File: src/rtl/ctc_pkg.sv
// package: constants, register map and types of the camera timer/counter
package ctc_pkg;

  localparam int unsigned CLK_HZ = 250000000;
  localparam int unsigned TICK_US = 1;
  localparam int unsigned TICK_CYCLES = (CLK_HZ / 1000000) * TICK_US;

  localparam int unsigned DLY_W = 24;
  localparam int unsigned CNT_W = 32;
  localparam int unsigned SRC_W = 3;
  localparam int unsigned ADDR_W = 8;

  localparam logic [23:0] DELAY_MAX = 24'hffffff;
  localparam logic [23:0] DELAY_RST = 24'h000000;
  localparam logic [23:0] WIDTH_MIN = 24'h000001;
  localparam logic [23:0] WIDTH_RST = 24'h000001;

  // register byte offsets
  localparam logic [7:0] REG_DELAY = 8'h00;
  localparam logic [7:0] REG_WIDTH = 8'h04;
  localparam logic [7:0] REG_PCFG = 8'h08;
  localparam logic [7:0] REG_PSTAT = 8'h0c;
  localparam logic [7:0] REG_TCFG = 8'h10;
  localparam logic [7:0] REG_TCMD = 8'h14;
  localparam logic [7:0] REG_TVAL = 8'h18;

  // field positions in REG_PCFG
  localparam int unsigned PCFG_SRC_LSB = 0;
  localparam int unsigned PCFG_POL_BIT = 4;
  // field positions in REG_TCFG
  localparam int unsigned TCFG_EVT_LSB = 0;
  localparam int unsigned TCFG_EVP_BIT = 4;
  localparam int unsigned TCFG_CLR_LSB = 8;
  localparam int unsigned TCFG_CLP_BIT = 12;
  // REG_TCMD bit 0 is the software clear command
  localparam int unsigned TCMD_CLR_BIT = 0;

  // source codes: 0 off, 1..6 signal inputs, 7 software
  localparam logic [2:0] SRC_OFF = 3'h0;
  localparam logic [2:0] SRC_SOFT = 3'h7;
  localparam int unsigned NUM_SIG = 6;

  localparam logic POL_RISE = 1'b0;
  localparam logic POL_FALL = 1'b1;

  typedef enum logic [1:0] {
    PS_IDLE,
    PS_DELAY,
    PS_ACTIVE
  } ctc_pstate_type;

  typedef struct packed {
    logic [ADDR_W-1:0] addr;
    logic [31:0] wdata;
    logic wr;
    logic rd;
  } ctc_bus_type;

  typedef struct packed {
    logic [SRC_W-1:0] src;
    logic pol;
  } ctc_sel_type;

endpackage

File: src/rtl/ctc_edge_pick.sv
// module: source multiplexer with registered edge detection
`timescale 1ns/1ps
module ctc_edge_pick #(
  parameter int unsigned N = 6
) (
  input wire logic clk_i,
  input wire logic resetn_i,
  input wire logic [N-1:0] sig_i,
  input wire logic soft_i,
  input wire ctc_pkg::ctc_sel_type sel_i,
  output logic hit_o
);

  logic [N:0] prev_r;
  logic [N:0] prev_nxt;
  logic [N:0] cur;
  logic hit_r;
  logic hit_nxt;

  // index 0 unused (off); software source is a pulse, not a level, so no edge needed
  always_comb
  begin
    cur = {sig_i, 1'b0};
    prev_nxt = cur;
    hit_nxt = 1'b0;
    if (sel_i.src == ctc_pkg::SRC_SOFT)
    begin
      hit_nxt = soft_i;
    end
    else if (sel_i.src != ctc_pkg::SRC_OFF && int'(sel_i.src) <= N)
    begin
      if (sel_i.pol == ctc_pkg::POL_RISE)
      begin
        hit_nxt = cur[sel_i.src] & ~prev_r[sel_i.src];
      end
      else
      begin
        hit_nxt = ~cur[sel_i.src] & prev_r[sel_i.src];
      end
    end
  end

  always_ff @(posedge clk_i or negedge resetn_i)
  begin
    if (!resetn_i)
    begin
      prev_r <= '0;
      hit_r <= 1'b0;
    end
    else
    begin
      prev_r <= prev_nxt;
      hit_r <= hit_nxt;
    end
  end

  assign hit_o = hit_r;

endmodule

File: src/rtl/ctc_top.sv
// module: delay-and-pulse timer plus event counter with register port
`timescale 1ns/1ps
module ctc_top #(
  parameter int unsigned NSIG = ctc_pkg::NUM_SIG,
  parameter int unsigned TICK_CYC = ctc_pkg::TICK_CYCLES
) (
  input wire logic clk_i,
  input wire logic resetn_i,
  input wire logic [NSIG-1:0] sig_i,
  input wire logic [ctc_pkg::ADDR_W-1:0] addr_i,
  input wire logic [31:0] wdata_i,
  input wire logic wr_i,
  input wire logic rd_i,
  output logic [31:0] rdata_o,
  output logic pulse_active_out_o
);

  ctc_pkg::ctc_bus_type bus;
  logic [23:0] pulse_delay_us_r;
  logic [23:0] pulse_delay_us_nxt;
  logic [23:0] pulse_width_us_r;
  logic [23:0] pulse_width_us_nxt;
  ctc_pkg::ctc_sel_type pulse_start_r;
  ctc_pkg::ctc_sel_type pulse_start_nxt;
  ctc_pkg::ctc_sel_type tally_event_r;
  ctc_pkg::ctc_sel_type tally_event_nxt;
  ctc_pkg::ctc_sel_type tally_clear_r;
  ctc_pkg::ctc_sel_type tally_clear_nxt;
  logic soft_clr_r;
  logic soft_clr_nxt;
  logic [31:0] rdata_r;
  logic [31:0] rdata_nxt;

  ctc_pkg::ctc_pstate_type pst_r;
  ctc_pkg::ctc_pstate_type pst_nxt;
  logic [7:0] tick_cnt_r;
  logic [7:0] tick_cnt_nxt;
  logic tick_r;
  logic tick_nxt;
  logic [23:0] us_cnt_r;
  logic [23:0] us_cnt_nxt;
  logic [23:0] width_lat_r;
  logic [23:0] width_lat_nxt;
  logic active_r;
  logic active_nxt;
  logic [ctc_pkg::CNT_W-1:0] tally_r;
  logic [ctc_pkg::CNT_W-1:0] tally_nxt;

  logic start_hit;
  logic event_hit;
  logic clear_hit;

  assign bus = '{addr: addr_i, wdata: wdata_i, wr: wr_i, rd: rd_i};

  function automatic ctc_pkg::ctc_sel_type sel_of(input logic [31:0] d, input int unsigned lsb,
                                                  input int unsigned pb);
    ctc_pkg::ctc_sel_type s;
    s.src = d[lsb +: ctc_pkg::SRC_W];
    s.pol = d[pb];
    return s;
  endfunction

  function automatic logic [31:0] sel_word(input ctc_pkg::ctc_sel_type s, input int unsigned lsb,
                                           input int unsigned pb);
    logic [31:0] w;
    w = '0;
    w[lsb +: ctc_pkg::SRC_W] = s.src;
    w[pb] = s.pol;
    return w;
  endfunction

  // register writes and reads
  always_comb
  begin
    pulse_delay_us_nxt = pulse_delay_us_r;
    pulse_width_us_nxt = pulse_width_us_r;
    pulse_start_nxt = pulse_start_r;
    tally_event_nxt = tally_event_r;
    tally_clear_nxt = tally_clear_r;
    soft_clr_nxt = 1'b0;
    rdata_nxt = '0;
    if (bus.wr)
    begin
      case (bus.addr)
        ctc_pkg::REG_DELAY: pulse_delay_us_nxt = bus.wdata[23:0];
        ctc_pkg::REG_WIDTH:
        begin
          // zero width is out of range; clamp to the minimum rather than a stuck pulse
          if (bus.wdata[23:0] < ctc_pkg::WIDTH_MIN)
          begin
            pulse_width_us_nxt = ctc_pkg::WIDTH_MIN;
          end
          else
          begin
            pulse_width_us_nxt = bus.wdata[23:0];
          end
        end
        ctc_pkg::REG_PCFG: pulse_start_nxt = sel_of(bus.wdata, ctc_pkg::PCFG_SRC_LSB,
                                                    ctc_pkg::PCFG_POL_BIT);
        ctc_pkg::REG_TCFG:
        begin
          tally_event_nxt = sel_of(bus.wdata, ctc_pkg::TCFG_EVT_LSB,
                                   ctc_pkg::TCFG_EVP_BIT);
          tally_clear_nxt = sel_of(bus.wdata, ctc_pkg::TCFG_CLR_LSB,
                                   ctc_pkg::TCFG_CLP_BIT);
        end
        ctc_pkg::REG_TCMD: soft_clr_nxt = bus.wdata[ctc_pkg::TCMD_CLR_BIT];
        default: soft_clr_nxt = 1'b0;
      endcase
    end
    if (bus.rd)
    begin
      case (bus.addr)
        ctc_pkg::REG_DELAY: rdata_nxt = {8'h00, pulse_delay_us_r};
        ctc_pkg::REG_WIDTH: rdata_nxt = {8'h00, pulse_width_us_r};
        ctc_pkg::REG_PCFG: rdata_nxt = sel_word(pulse_start_r, ctc_pkg::PCFG_SRC_LSB,
                                                ctc_pkg::PCFG_POL_BIT);
        ctc_pkg::REG_PSTAT: rdata_nxt = {6'h00, pst_r, us_cnt_r};
        ctc_pkg::REG_TCFG: rdata_nxt = sel_word(tally_event_r, ctc_pkg::TCFG_EVT_LSB,
                                                ctc_pkg::TCFG_EVP_BIT)
                                     | sel_word(tally_clear_r, ctc_pkg::TCFG_CLR_LSB,
                                                ctc_pkg::TCFG_CLP_BIT);
        ctc_pkg::REG_TVAL: rdata_nxt = tally_r;
        default: rdata_nxt = '0;
      endcase
    end
  end

  always_ff @(posedge clk_i or negedge resetn_i)
  begin
    if (!resetn_i)
    begin
      pulse_delay_us_r <= ctc_pkg::DELAY_RST;
      pulse_width_us_r <= ctc_pkg::WIDTH_RST;
      pulse_start_r <= '{src: ctc_pkg::SRC_OFF, pol: ctc_pkg::POL_RISE};
      tally_event_r <= '{src: ctc_pkg::SRC_OFF, pol: ctc_pkg::POL_RISE};
      tally_clear_r <= '{src: ctc_pkg::SRC_OFF, pol: ctc_pkg::POL_RISE};
      soft_clr_r <= 1'b0;
      rdata_r <= '0;
    end
    else
    begin
      pulse_delay_us_r <= pulse_delay_us_nxt;
      pulse_width_us_r <= pulse_width_us_nxt;
      pulse_start_r <= pulse_start_nxt;
      tally_event_r <= tally_event_nxt;
      tally_clear_r <= tally_clear_nxt;
      soft_clr_r <= soft_clr_nxt;
      rdata_r <= rdata_nxt;
    end
  end

  // software strobe reaches only the clear selector, and acts only when it selects the software source
  ctc_edge_pick #(.N(NSIG)) u_start (
    .clk_i(clk_i),
    .resetn_i(resetn_i),
    .sig_i(sig_i),
    .soft_i(1'b0),
    .sel_i(pulse_start_r),
    .hit_o(start_hit)
  );

  ctc_edge_pick #(.N(NSIG)) u_event (
    .clk_i(clk_i),
    .resetn_i(resetn_i),
    .sig_i(sig_i),
    .soft_i(1'b0),
    .sel_i(tally_event_r),
    .hit_o(event_hit)
  );

  ctc_edge_pick #(.N(NSIG)) u_clear (
    .clk_i(clk_i),
    .resetn_i(resetn_i),
    .sig_i(sig_i),
    .soft_i(soft_clr_r),
    .sel_i(tally_clear_r),
    .hit_o(clear_hit)
  );

  // pulse timer; tick phase restarts at the edge so delay is exact to one clock
  always_comb
  begin
    pst_nxt = pst_r;
    us_cnt_nxt = us_cnt_r;
    width_lat_nxt = width_lat_r;
    tick_nxt = 1'b0;
    tick_cnt_nxt = tick_cnt_r + 8'h01;
    if (tick_cnt_r == 8'(TICK_CYC - 1))
    begin
      tick_cnt_nxt = 8'h00;
      tick_nxt = 1'b1;
    end
    case (pst_r)
      ctc_pkg::PS_IDLE:
      begin
        if (start_hit)
        begin
          tick_cnt_nxt = 8'h00;
          tick_nxt = 1'b0;
          width_lat_nxt = pulse_width_us_r;
          us_cnt_nxt = pulse_delay_us_r;
          // zero delay goes straight to the active phase
          pst_nxt = (pulse_delay_us_r == ctc_pkg::DELAY_RST) ? ctc_pkg::PS_ACTIVE
                                                             : ctc_pkg::PS_DELAY;
          if (pulse_delay_us_r == ctc_pkg::DELAY_RST)
          begin
            // active starts one cycle sooner here, so the tick phase starts one step on;
            // without it the pulse would run one clock longer than the width
            tick_cnt_nxt = 8'h01;
            us_cnt_nxt = pulse_width_us_r;
          end
        end
      end
      ctc_pkg::PS_DELAY:
      begin
        if (tick_r)
        begin
          us_cnt_nxt = us_cnt_r - 24'h000001;
          if (us_cnt_r == 24'h000001)
          begin
            us_cnt_nxt = width_lat_r;
            pst_nxt = ctc_pkg::PS_ACTIVE;
          end
        end
      end
      ctc_pkg::PS_ACTIVE:
      begin
        if (tick_r)
        begin
          us_cnt_nxt = us_cnt_r - 24'h000001;
          if (us_cnt_r == 24'h000001)
          begin
            us_cnt_nxt = 24'h000000;
            pst_nxt = ctc_pkg::PS_IDLE;
          end
        end
      end
      default: pst_nxt = ctc_pkg::PS_IDLE;
    endcase
    active_nxt = (pst_nxt == ctc_pkg::PS_ACTIVE);
  end

  // tally counter; clear takes priority over an event in the same cycle
  always_comb
  begin
    tally_nxt = tally_r;
    if (clear_hit)
    begin
      tally_nxt = '0;
    end
    else if (event_hit)
    begin
      tally_nxt = tally_r + 32'h00000001;
    end
  end

  always_ff @(posedge clk_i or negedge resetn_i)
  begin
    if (!resetn_i)
    begin
      pst_r <= ctc_pkg::PS_IDLE;
      us_cnt_r <= '0;
      width_lat_r <= ctc_pkg::WIDTH_RST;
      tick_cnt_r <= '0;
      tick_r <= 1'b0;
      active_r <= 1'b0;
      tally_r <= '0;
    end
    else
    begin
      pst_r <= pst_nxt;
      us_cnt_r <= us_cnt_nxt;
      width_lat_r <= width_lat_nxt;
      tick_cnt_r <= tick_cnt_nxt;
      tick_r <= tick_nxt;
      active_r <= active_nxt;
      tally_r <= tally_nxt;
    end
  end

  assign rdata_o = rdata_r;
  assign pulse_active_out_o = active_r;

  a_clear_wins: assert property (@(posedge clk_i) disable iff (!resetn_i)
    clear_hit |=> tally_r == '0) else $error("count not zero after clear");
  a_event_incr: assert property (@(posedge clk_i) disable iff (!resetn_i)
    event_hit && !clear_hit |=> tally_r == $past(tally_r) + 32'h00000001)
    else $error("count did not step by one");
  a_count_hold: assert property (@(posedge clk_i) disable iff (!resetn_i)
    !event_hit && !clear_hit |=> tally_r == $past(tally_r))
    else $error("count moved without event");
  // a steady line cannot make an edge, so any clear after the strobe came from the strobe
  a_soft_gated: assert property (@(posedge clk_i) disable iff (!resetn_i)
    soft_clr_r && tally_clear_r.src != ctc_pkg::SRC_SOFT && sig_i == $past(sig_i)
    |=> !clear_hit) else $error("software clear acted with wrong source");
  a_off_idle: assert property (@(posedge clk_i) disable iff (!resetn_i)
    pulse_start_r.src == ctc_pkg::SRC_OFF && $past(pulse_start_r.src) == ctc_pkg::SRC_OFF
    |-> !start_hit) else $error("timer started with source off");
  a_start_leaves: assert property (@(posedge clk_i) disable iff (!resetn_i)
    start_hit && pst_r == ctc_pkg::PS_IDLE |=> pst_r != ctc_pkg::PS_IDLE)
    else $error("timer ignored start edge");
  a_out_state: assert property (@(posedge clk_i) disable iff (!resetn_i)
    pulse_active_out_o == (pst_r == ctc_pkg::PS_ACTIVE) && (!pulse_active_out_o || us_cnt_r != '0))
    else $error("output disagrees with timer state");
  a_width_load: assert property (@(posedge clk_i) disable iff (!resetn_i)
    $rose(pulse_active_out_o) |-> us_cnt_r == width_lat_r)
    else $error("pulse width not loaded at start");
  a_zero_delay: assert property (@(posedge clk_i) disable iff (!resetn_i)
    start_hit && pst_r == ctc_pkg::PS_IDLE && pulse_delay_us_r == '0 |=> pulse_active_out_o)
    else $error("zero delay did not activate at once");
  a_tick_spacing: assert property (@(posedge clk_i) disable iff (!resetn_i)
    tick_r |=> !tick_r) else $error("tick not isolated");
  a_width_min: assert property (@(posedge clk_i) disable iff (!resetn_i)
    pulse_width_us_r != '0) else $error("width fell below minimum");
  a_read_tally: assert property (@(posedge clk_i) disable iff (!resetn_i)
    rd_i && addr_i == ctc_pkg::REG_TVAL |=> rdata_o == $past(tally_r))
    else $error("count readback wrong");
  a_read_state: assert property (@(posedge clk_i) disable iff (!resetn_i)
    rd_i && addr_i == ctc_pkg::REG_PSTAT |=> rdata_o[23:0] == $past(us_cnt_r))
    else $error("timer readback wrong");

  c_pulse_done: cover property (@(posedge clk_i) disable iff (!resetn_i)
    pulse_active_out_o ##1 !pulse_active_out_o);
  c_delay_phase: cover property (@(posedge clk_i) disable iff (!resetn_i)
    pst_r == ctc_pkg::PS_DELAY ##1 pst_r == ctc_pkg::PS_ACTIVE);
  c_clear_event: cover property (@(posedge clk_i) disable iff (!resetn_i)
    clear_hit && event_hit);
  c_soft_clear: cover property (@(posedge clk_i) disable iff (!resetn_i)
    soft_clr_r && tally_clear_r.src == ctc_pkg::SRC_SOFT);
  c_zero_start: cover property (@(posedge clk_i) disable iff (!resetn_i)
    start_hit && pst_r == ctc_pkg::PS_IDLE && pulse_delay_us_r == '0);

endmodule

File: config.mk
export PLATFORM = sky130hd
export DESIGN_NAME = ctc_top
export DESIGN_NICKNAME = d
export VERILOG_FILES = /design/src/rtl/ctc_pkg.sv /design/src/rtl/ctc_edge_pick.sv /design/src/rtl/ctc_top.sv
export SDC_FILE = /design/constraint.sdc
export NUM_CORES = 1
export LEC_CHECK = 0
export ABC_AREA = 1
export ABC_CLOCK_PERIOD_IN_PS = 1700
export BUFFER_PORTS_ARGS = -buffer_cell sky130_fd_sc_hd__buf_2
export CAP_MARGIN = 20
export CORE_AREA = 2 2 181 139
export DETAILED_ROUTE_END_ITERATION = 8
export DIE_AREA = 0 0 183 141
export GPL_TIMING_DRIVEN = 0
export PLACE_DENSITY_LB_ADDON = 0.12
export SLEW_MARGIN = 20
export SYNTH_ARGS = -nofsm -noshare
export SYNTH_HDL_FRONTEND = slang
export SYNTH_SLANG_ARGS = --single-unit
export TNS_END_PERCENT = 50
File: constraint.sdc
create_clock -name clk_i -period 1.7 [get_ports clk_i]
set_input_delay 0 -clock clk_i [delete_from_list [all_inputs] [get_ports clk_i]]
set_output_delay 0 -clock clk_i [all_outputs]
set_load 0.02 [all_outputs]
# Yosys cells after proc, flatten, opt, wreduce, memory -nomap -nowiden

Cells that the tools add are included.

Output and inout bits: 33
Bits in registers: 194

Magnitude comparators: 7
Equal/unequal tests: 17
Bitwise logic cells: 13
Multiplexer cells: 49
Add/sub/neg operators: 3
Reductions and logical operators: 17

Operator list:

| operator                | count |
|---|---|
| $pmux W32 S6            | 1 |
| $mux W24                | 7 |
| $mux W32                | 3 |
| $pmux W24 S3            | 1 |
| $add A32 B1 Y32 const B | 1 |
| $eq A24 B1 Y1 const B   | 1 |
| $eq A8 B5 Y1 const B    | 3 |
| $logic_not A24 Y1       | 1 |
| $lt A24 B1 Y1 const B   | 1 |
| $mux W8                 | 3 |
| $sub A24 B1 Y24 const B | 1 |
| $mux W1                 | 21 |
| $bmux W1 S3             | 6 |
| $eq A8 B4 Y1 const B    | 2 |
| $or A5 B13 Y13          | 1 |
| $lt A3 B4 Y1 const B    | 3 |
| $mux W2                 | 6 |
| $reduce_bool A3 Y1      | 4 |
| $reduce_and A2 Y1       | 5 |
| $eq A3 B3 Y1 const B    | 3 |
| $le A3 B3 Y1 const B    | 3 |
| $add A8 B1 Y8 const B   | 1 |
| $eq A8 B3 Y1 const B    | 1 |
| $eq A8 B8 Y1 const B    | 1 |
| 12 further kinds        | 26 |

# Longest topological paths before layout

Gate-level depths: netlist of run 1.

Depth after elaboration: 7
Depth in mapped cells: 13
Depth with buffers taken out: 12

# By module

Synthesis of run 1 repeated with hierarchy kept, for this count alone.

Cells, all modules: 1568
Area total of the unflattened synthesis: 11307.1 um2

By module, submodules not included:

| module        | times used | sequential area each (um2) | area an instance (um2) | cells an instance |
|---|---|---|---|---|
| ctc_top       | 1          | 4631.9                     | 10068.4                | 1385 |
| ctc_edge_pick | 3          | 175.2                      | 412.9                  | 61 |

# Worst setup path before layout of run 1

OpenSTA, ideal clock, no wires.

Path kind: register -> register
Start point: register pst_r[0]
End point: register us_cnt_r[7]
Data arrival time: 1.613 ns
Setup time: 0.117 ns
Setup slack: -0.031 ns
Data required time: 1.583 ns
Stages on the path, launching flop included: 10
Cells stage by stage: dfrtp_1 -> inv_1 -> ha_1 -> nor2_1 -> nor2_1 -> nor3_2 -> inv_1 -> clkbuf_1 -> nand2_1 -> nand2_1

Cells in the longest elaborated chain, start to end: 3
Elaborated cells between the ends (all ways): 9

RTL lines:

| item                                                 | line           | source |
|---|---|---|
| start, declared                                      | ctc_top.sv:34  | `ctc_pkg::ctc_pstate_type pst_r;` |
| start signal, assigned                               | ctc_top.sv:262 | `pst_r <= ctc_pkg::PS_IDLE;` |
| start signal, assigned                               | ctc_top.sv:272 | `pst_r <= pst_nxt;` |
| $eq A2 B1 Y1, or another cell as far along           | ctc_top.sv:194 | `case (pst_r)` |
| $ne A2 B2 Y1 (no line), or another cell as far along | --             |  |
| $reduce_and A4 Y1 (no line)                          | --             |  |
| end signal, assigned                                 | ctc_top.sv:273 | `us_cnt_r <= us_cnt_nxt;` |
| end, declared                                        | ctc_top.sv:40  | `logic [23:0] us_cnt_r;` |

Several ways; a longest one is shown, not always the timed one.
A chain may end at the register's enable or synchronous reset.

# Worst setup path after layout of run 1

Start point: register us_cnt_r[1]
End point: register active_r (netlist: pulse_active_out_o)

Cells in the longest elaborated chain, start to end: 5
Elaborated cells between the ends (all ways): 7

RTL lines:

| item                              | line                           | source |
|---|---|---|
| $eq A24 B1 Y1 *                   | ctc_top.sv:220, ctc_top.sv:232 |  |
| $mux W2, on equally long branches | ctc_top.sv:232, ctc_top.sv:220 |  |
| $mux W2, on equally long branches | ctc_top.sv:229, ctc_top.sv:217 |  |
| $pmux W2 S3 *                     | ctc_top.sv:194                 |  |
| $eq A2 B2 Y1 *                    | ctc_top.sv:241                 | `active_nxt = (pst_nxt == ctc_pkg::PS_ACTIVE);` |
| via active_nxt                    | ctc_top.sv:45                  | `logic active_nxt;` |
| end signal, assigned              | ctc_top.sv:277                 | `active_r <= active_nxt;` |
| end, declared                     | ctc_top.sv:44                  | `logic active_r;` |

The timed path passes the listed nets; every way through them passes the cells marked *.

==> metrics.txt, run 1 <==
Congestion Overflow GR=0; DR vias=roughly 11000; #FFs+latches synth=approximately 190; pin count of the biggest net entering global routing=96; PD cells=~1200 nW/um2; Crit Path Class=register to register; share of layout cells above drive strength 1=20.3%; Non-Filler Cell Area, Final=~13000 um2; r2r startpoint=us_cnt_r[1]$_DFFE_PN0P_; number of synthesized flops with an enable pin=0; layout overhead on the synthesized area=26.2%; buffers added on ports=74; Internal=a little over 0.01 W; Chip Height=141 um; Crit path depth=12; DRT antenna net count=0; dpl hpwl=26500 um; critical path's slowest cell=dfrtp_1; Final Hold Vio Count=0; Rel. slew slack=between 40% and 50%; period utilization=110%; FFs w/ async S/R, synth=100%; Root Buffer=clkbuf_16; Yosys cell types=42; WL final=36400 um; outcome=finished, violations left; Max Cap Violations=0; fmax=approximately 530 MHz; clock-pin slew of the registers on the worst-case setup and hold paths=0.08 ns; Post-Syn Nets=1504; first-pass GRT wire length=55500 um; CP max stage delay=0.41 ns; worst hold margin=~0.037 ns; flop2flop setup slack=-0.17 ns; cell taking the most area after synthesis=dfrtp_1; Sink Count=194; reg2reg path depth=12; HP Class=input pin to async pin; RSZ-0062 raised after global routing=true; largest cells by area after synthesis=dfrtp_1 45%, nand2_1 13%, inv_1 6.4%; mean post-synth cell area=7.35 um2; CP cell instances=inv_2, ha_4, buf_6, nand2_2, nor2_2, nand2_2, nor2_4, nand2_1, nand3_1, nand3_1, nand2_1, nor2_1; CTS tree=built; initial antenna violation count=0; CORE AREA=24300 um2; clock buffer count from CTS=17; fin nets=1688; clock buffer depth=2; critical path required time=~2.1 ns; setup ws final=-0.171 ns; post-synthesis instance area=10600 um2; Peak VDD IR=0.792 mV; cell leakage power=6.54 nW; crit path capture type=register; Top delay family on crit path=simple AND/OR/NAND/NOR gates; skew final=between 0.01 and 0.015 ns; Synth warnings=0; Setup crit start kind=register; share of power burned in combinational logic=about a third; worst slew pin tran=0.861 ns; Setup violations, final=26; DR iter-0 viols=1075; Die X=between 150 and 200 um; diodes inserted=0; Clk pwr share=29.4%; Initial DRT Pass Iterations=5; die area=25800 um2; DR WL/cell=18.6 um; post-route DRC violation count=0; switching power=0.00581 W; crit-path max FO=5; crit path buf inv count=2; sequential fraction of the synthesis area=a little under half; violated checks=setup timing; GP Congestion=0.937; Placed Area=11400 um2; Cell Rows=50; Total GRT Usage=28.4%; Tmin final=1.87 ns; Reg2Reg Capture Point=pulse_active_out_o$_DFF_PN0_; Final Max Slew Viols=0; register share of total power=38.9%; CP Data Arrival Time=about 2.2 ns; Syn Inst Count=roughly 1400; Starting Density=between 40% and 50%; vias in the first global route=9617; H-tree depth=4; sw frac=36.6%; vias per inst=5.47; Synth top area share=45.2%; latest clock arrival within the worst-skew pair=0.46 ns; Primary FF master, synth=dfrtp_1; io pins=83
-- synthesized netlist by cell type (4+ instances only) --
cell / instances
nor3_1: 26
ha_1: 9
o21ai_1: 16
o221ai_1: 4
nor4_1: 5
nand2_2: 6
nand3_1: 104
buf_6: 4
xor2_1: 4
a211oi_1: 4
o211ai_1: 6
nor2_4: 6
buf_4: 6
inv_1: 182
nor2_1: 182
dfrtp_1: 192
a21oi_1: 44
o21ai_0: 133
nand3_2: 5
nand2_1: 364
nand4_1: 32
clkbuf_1: 25
buf_2: 11
nor2_2: 11
o22ai_1: 33
-- final cells by class --
cell class | count | area (um2)
plain buffers | 46 | 304
clock buffers | 19 | 453
clock inverters | 13 | 221
fillers | 2343 | 10900
inverters | 187 | 711
multi-input cells | 1019 | 5240
flip-flops and latches | 194 | 4880
well taps | 312 | 390
repair buffers | 164 | 1200
-- registers in the layout, indices dropped and copies added, names as in the netlist, 6 cells and up --
signal / flops
tally_r: 32
pulse_delay_us_r: 24
us_cnt_r: 24
width_lat_r: 24
pulse_width_us_r: 24
rdata_o: 32
tick_cnt_r: 8
u_clear.prev_r: 6
-- cell usage in the layout (no fill, tap or decap), drive strengths merged, types with 4 or more instances in the layout --
cell	Yosys	routed
o211ai	6	6
nand2	370	370
dfrtp	192	192
xor2	4	4
nand3	110	110
nor3	31	31
nor4	5	5
clkinv	2	4
o22ai	33	33
nand4	32	32
o21ai	149	149
bufinv	0	5
a21oi	45	45
clkbuf	25	44
inv	185	189
nor2	200	201
dlygate4sd3	0	34
o221ai	4	4
buf	21	151
a211oi	4	4
ha	9	9
-- cells by family after synthesis --
logic type | count (synthesis) | synth area share (%)
XOR/XNOR | 4 | 0.330
adder cells (fa/ha/maj) | 9 | 1.06
flip-flops | 194 | 45.7
AO/OA/AOI/OAI | 250 | 12.8
AND/OR/NAND/NOR | 755 | 31.2
buffers and inverters | 233 | 8.86
-- per-layer routing --
metal	track usage [%]	part of all wire (%)	up-vias
li1	-	-	5072
met5	0	0	-
met1	44.2	48	5060
met4	5.43	1.5	0
met2	40.3	41	499
met3	6.61	8.9	49
-- repair_timing --
action	in CTS	in global routing
hold buffers	34	0
gates cloned	3	1
gates resized for setup	91	79
buffers inserted	33	18
endpoints found under the hold margin	263	0
pin swaps	21	33
setup endpoints to repair	62	53
-- power by group through the flow --
stage	Clock [W]	Sequential (W)	Combinational, W
global route	0.00489	0.00627	0.00556
global placement	0	0.00612	0.00357
CTS	0.00471	0.00608	0.00450
floorplan	0	0.00592	0.00260
finish	0.00466	0.00618	0.00504
detailed placement	0	0.00614	0.00365
-- how the worst max path moves through the flow --
| stage | start | endpoint | slack, ns |
|---|---|---|---|
| CTS | us_cnt_r[2]$_DFFE_PN0P_ | us_cnt_r[3]$_DFFE_PN0P_ | -0.05 |
| global placement | resetn_i | pulse_delay_us_r[20]$_DFFE_PN0P_ | -2.71 |
| detailed placement | pst_r[0]$_DFF_PN0_ | us_cnt_r[23]$_DFFE_PN0P_ | -0.75 |
| global route | us_cnt_r[1]$_DFFE_PN0P_ | pst_r[1]$_DFF_PN0_ | -0.18 |
| finish | us_cnt_r[1]$_DFFE_PN0P_ | pulse_active_out_o$_DFF_PN0_ | -0.17 |
| floorplan | pst_r[0]$_DFF_PN0_ | us_cnt_r[7]$_DFFE_PN0P_ | -0.03 |
-- worst reg2reg max path, delay by kind of cell, from the launching register on --
| family | cells | cell delay [ns] |
|---|---|---|
| DFF | 1 | 0.41 |
| and+or+nand+nor | 9 | 0.99 |
| buffers and inverters | 2 | 0.20 |
| adders and majority gates | 1 | 0.17 |
-- through the flow --
stage                     setup slack [ns]  TNS [ns]  cells  util [%]  power (W)
after floorplan                    -0.0270    -0.291   1445         -    0.00852
after global placement               -2.71   -536.94   1831      46.9    0.00969
after detailed placement            -0.747    -19.40   1833      47.2    0.00980
after CTS                          -0.0482    -0.605   1935      53.6     0.0153
after global routing                -0.183     -3.69   1954      55.2     0.0167
final                               -0.171     -1.86   1954      55.2     0.0159
Note: power is estimated with default switching activity, not from simulation.
==> run 2, diff against run 1 <==
- CAP_MARGIN: 20 -> default
- CORE_AREA: 2 2 181 139 -> 2 2 211 161
- DIE_AREA: 0 0 183 141 -> 0 0 213 163
==> metrics.txt, run 2 (synthesis results as in run 1) <==
Cell Rows=58; violated checks=setup timing; period utilization=103%; cell leakage power=around 6.5 nW; Post-Route Utilization=41.0%; DR iter-0 viols=948; Post-Place Setup Slack=-0.854 ns; CORE AREA=32900 um2; Max Cap Violations=0; fin nets=1685; io pins=83; DR top layer=met4; Chip Height=163 um; CP Data Arrival Time=approximately 2.1 ns; critical path required time=~2.1 ns; DRT met1 WL=between 15000 and 20000 um; skew final=0.0144 ns; share of layout cells above drive strength 1=19.0%; most frequent cells in the layout=349 x nand2_1, 176 x inv_1, 173 x dfrtp_1, 161 x nor2_1, 129 x o21ai_0; buffers added on ports=74; Starting Density=32.3%; Crit Path Class=register to register; DR vias=10300; DR WL/cell=18.1 um; vias per inst=4.93; Setup crit start kind=register; Pwr Total=about 0.015 W; crit path capture type=register; worst hold margin=0.0369 ns; GP Congestion=0.880; Congestion Overflow GR=0; fillcell total=3458; Peak VDD IR=0.687 mV; Root Buffer=clkbuf_16; RSZ-0062 raised after global routing=true; Final Hold Vio Count=0; vias in the first global route=9355; Tmin final=1.76 ns; worst slew pin tran=around 0.76 ns; Non-Filler Instances=2090; flop2flop setup slack=-0.06 ns; Total GRT Usage=22.3%; CTS tree=built; crit-path max FO=5; pin count of the biggest net entering global routing=74; initial antenna violation count=1; first-pass GRT wire length=57300 um; clock-pin slew of the registers on the worst-case setup and hold paths=0.07 ns; PD cells=1130 nW/um2; DRT antenna net count=0; Final Max Slew Viols=0; total placed cells including tap cells=1971; clock buffer depth=2; HP Class=input pin to register; Setup violations, final=21; met2 WL=15000 um; dpl hpwl=between 20000 and 30000 um; Sink Count=194; post-route DRC violation count=0; Rel. slew slack=about half; setup ws final=-0.0557 ns; WL final=37700 um; WL met3=2570 um; Initial DRT Pass Iterations=6; area taken by multi-input logic gates=5210 um2; latest clock arrival within the worst-skew pair=0.46 ns; H-tree depth=4; clock buffer count from CTS=17; register area=4880 um2; die area=about 35000 um2; commonest non-fill, non-tap cell in the layout=nand2_1; outcome=finished, violations left; fmax=570 MHz; layout overhead on the synthesized area=26.9%; Die X=213 um
run 2: report_power, final:
group          total [W]  switching [W]  internal (W)
sequential       0.00617       0.000792       0.00538
combinational    0.00477        0.00298       0.00178
clock            0.00429        0.00185       0.00243
total             0.0152        0.00563       0.00960
run 2: critical path, cell delays in order (launching register included):
cell,delay (ns)
dfrtp_1,0.45
nor2_2,0.14
nand2_2,0.10
nor2_8,0.17
nand3_4,0.15
nor2_4,0.20
buf_6,0.16
nand2_2,0.05
nand3_2,0.06
nand3_2,0.10
o21ai_1,0.09
run 2: per-stage QoR:
stage / area, um2 / TNS (ns)
after floorplan: 10600 / -0.291
after global placement: 11600 / -578.45
after detailed placement: 11600 / -26.29
after CTS: 13200 / -0.736
after global routing: 13500 / -3.54
final: 13500 / -0.466
run 2: timing repair:
action                                 CTS  global route
hold buffers                            34             0
gates cloned                             2             0
endpoints found under the hold margin  189             0
resized for setup                       99            50
pin swaps                               21            22
setup buffers                           29            21
setup endpoints to repair               66            61
run 2: worst paths after layout:
kind / start / end / cells after the start
setup / recovery: us_cnt_r[13]$_DFFE_PN0P_ / us_cnt_r[6]$_DFFE_PN0P_ / 10
hold / removal: addr_i[0] / soft_clr_r$_DFF_PN0_ / 5
setup reg to reg: us_cnt_r[13]$_DFFE_PN0P_ / us_cnt_r[6]$_DFFE_PN0P_ / 10
hold reg to reg: tally_clear_r[0]$_DFFE_PN0P_ / tally_clear_r[0]$_DFFE_PN0P_ / 2
max in group asynchronous: resetn_i / width_lat_r[0]$_DFFE_PN1P_ / 4
min in group asynchronous: resetn_i / rdata_o[30]$_DFF_PN0_ / 2
run 2: layout make-up:
type	count	area share (%)
multi-input combinational	1018	38.7
sequential	194	36.2
timing repair buffer	162	9.08
inverter	187	5.25
tap	450	4.18
clock buffer	24	3.57
buffer	46	2.08
clock inverter	8	0.938
antenna	1	0.0186
run 2: metal layers:
metal	up-vias	GRT usage [%]
li1	5065	-
met1	4883	36.4
met2	324	29.6
met3	22	4.49
met4	0	4.42
met5	-	0
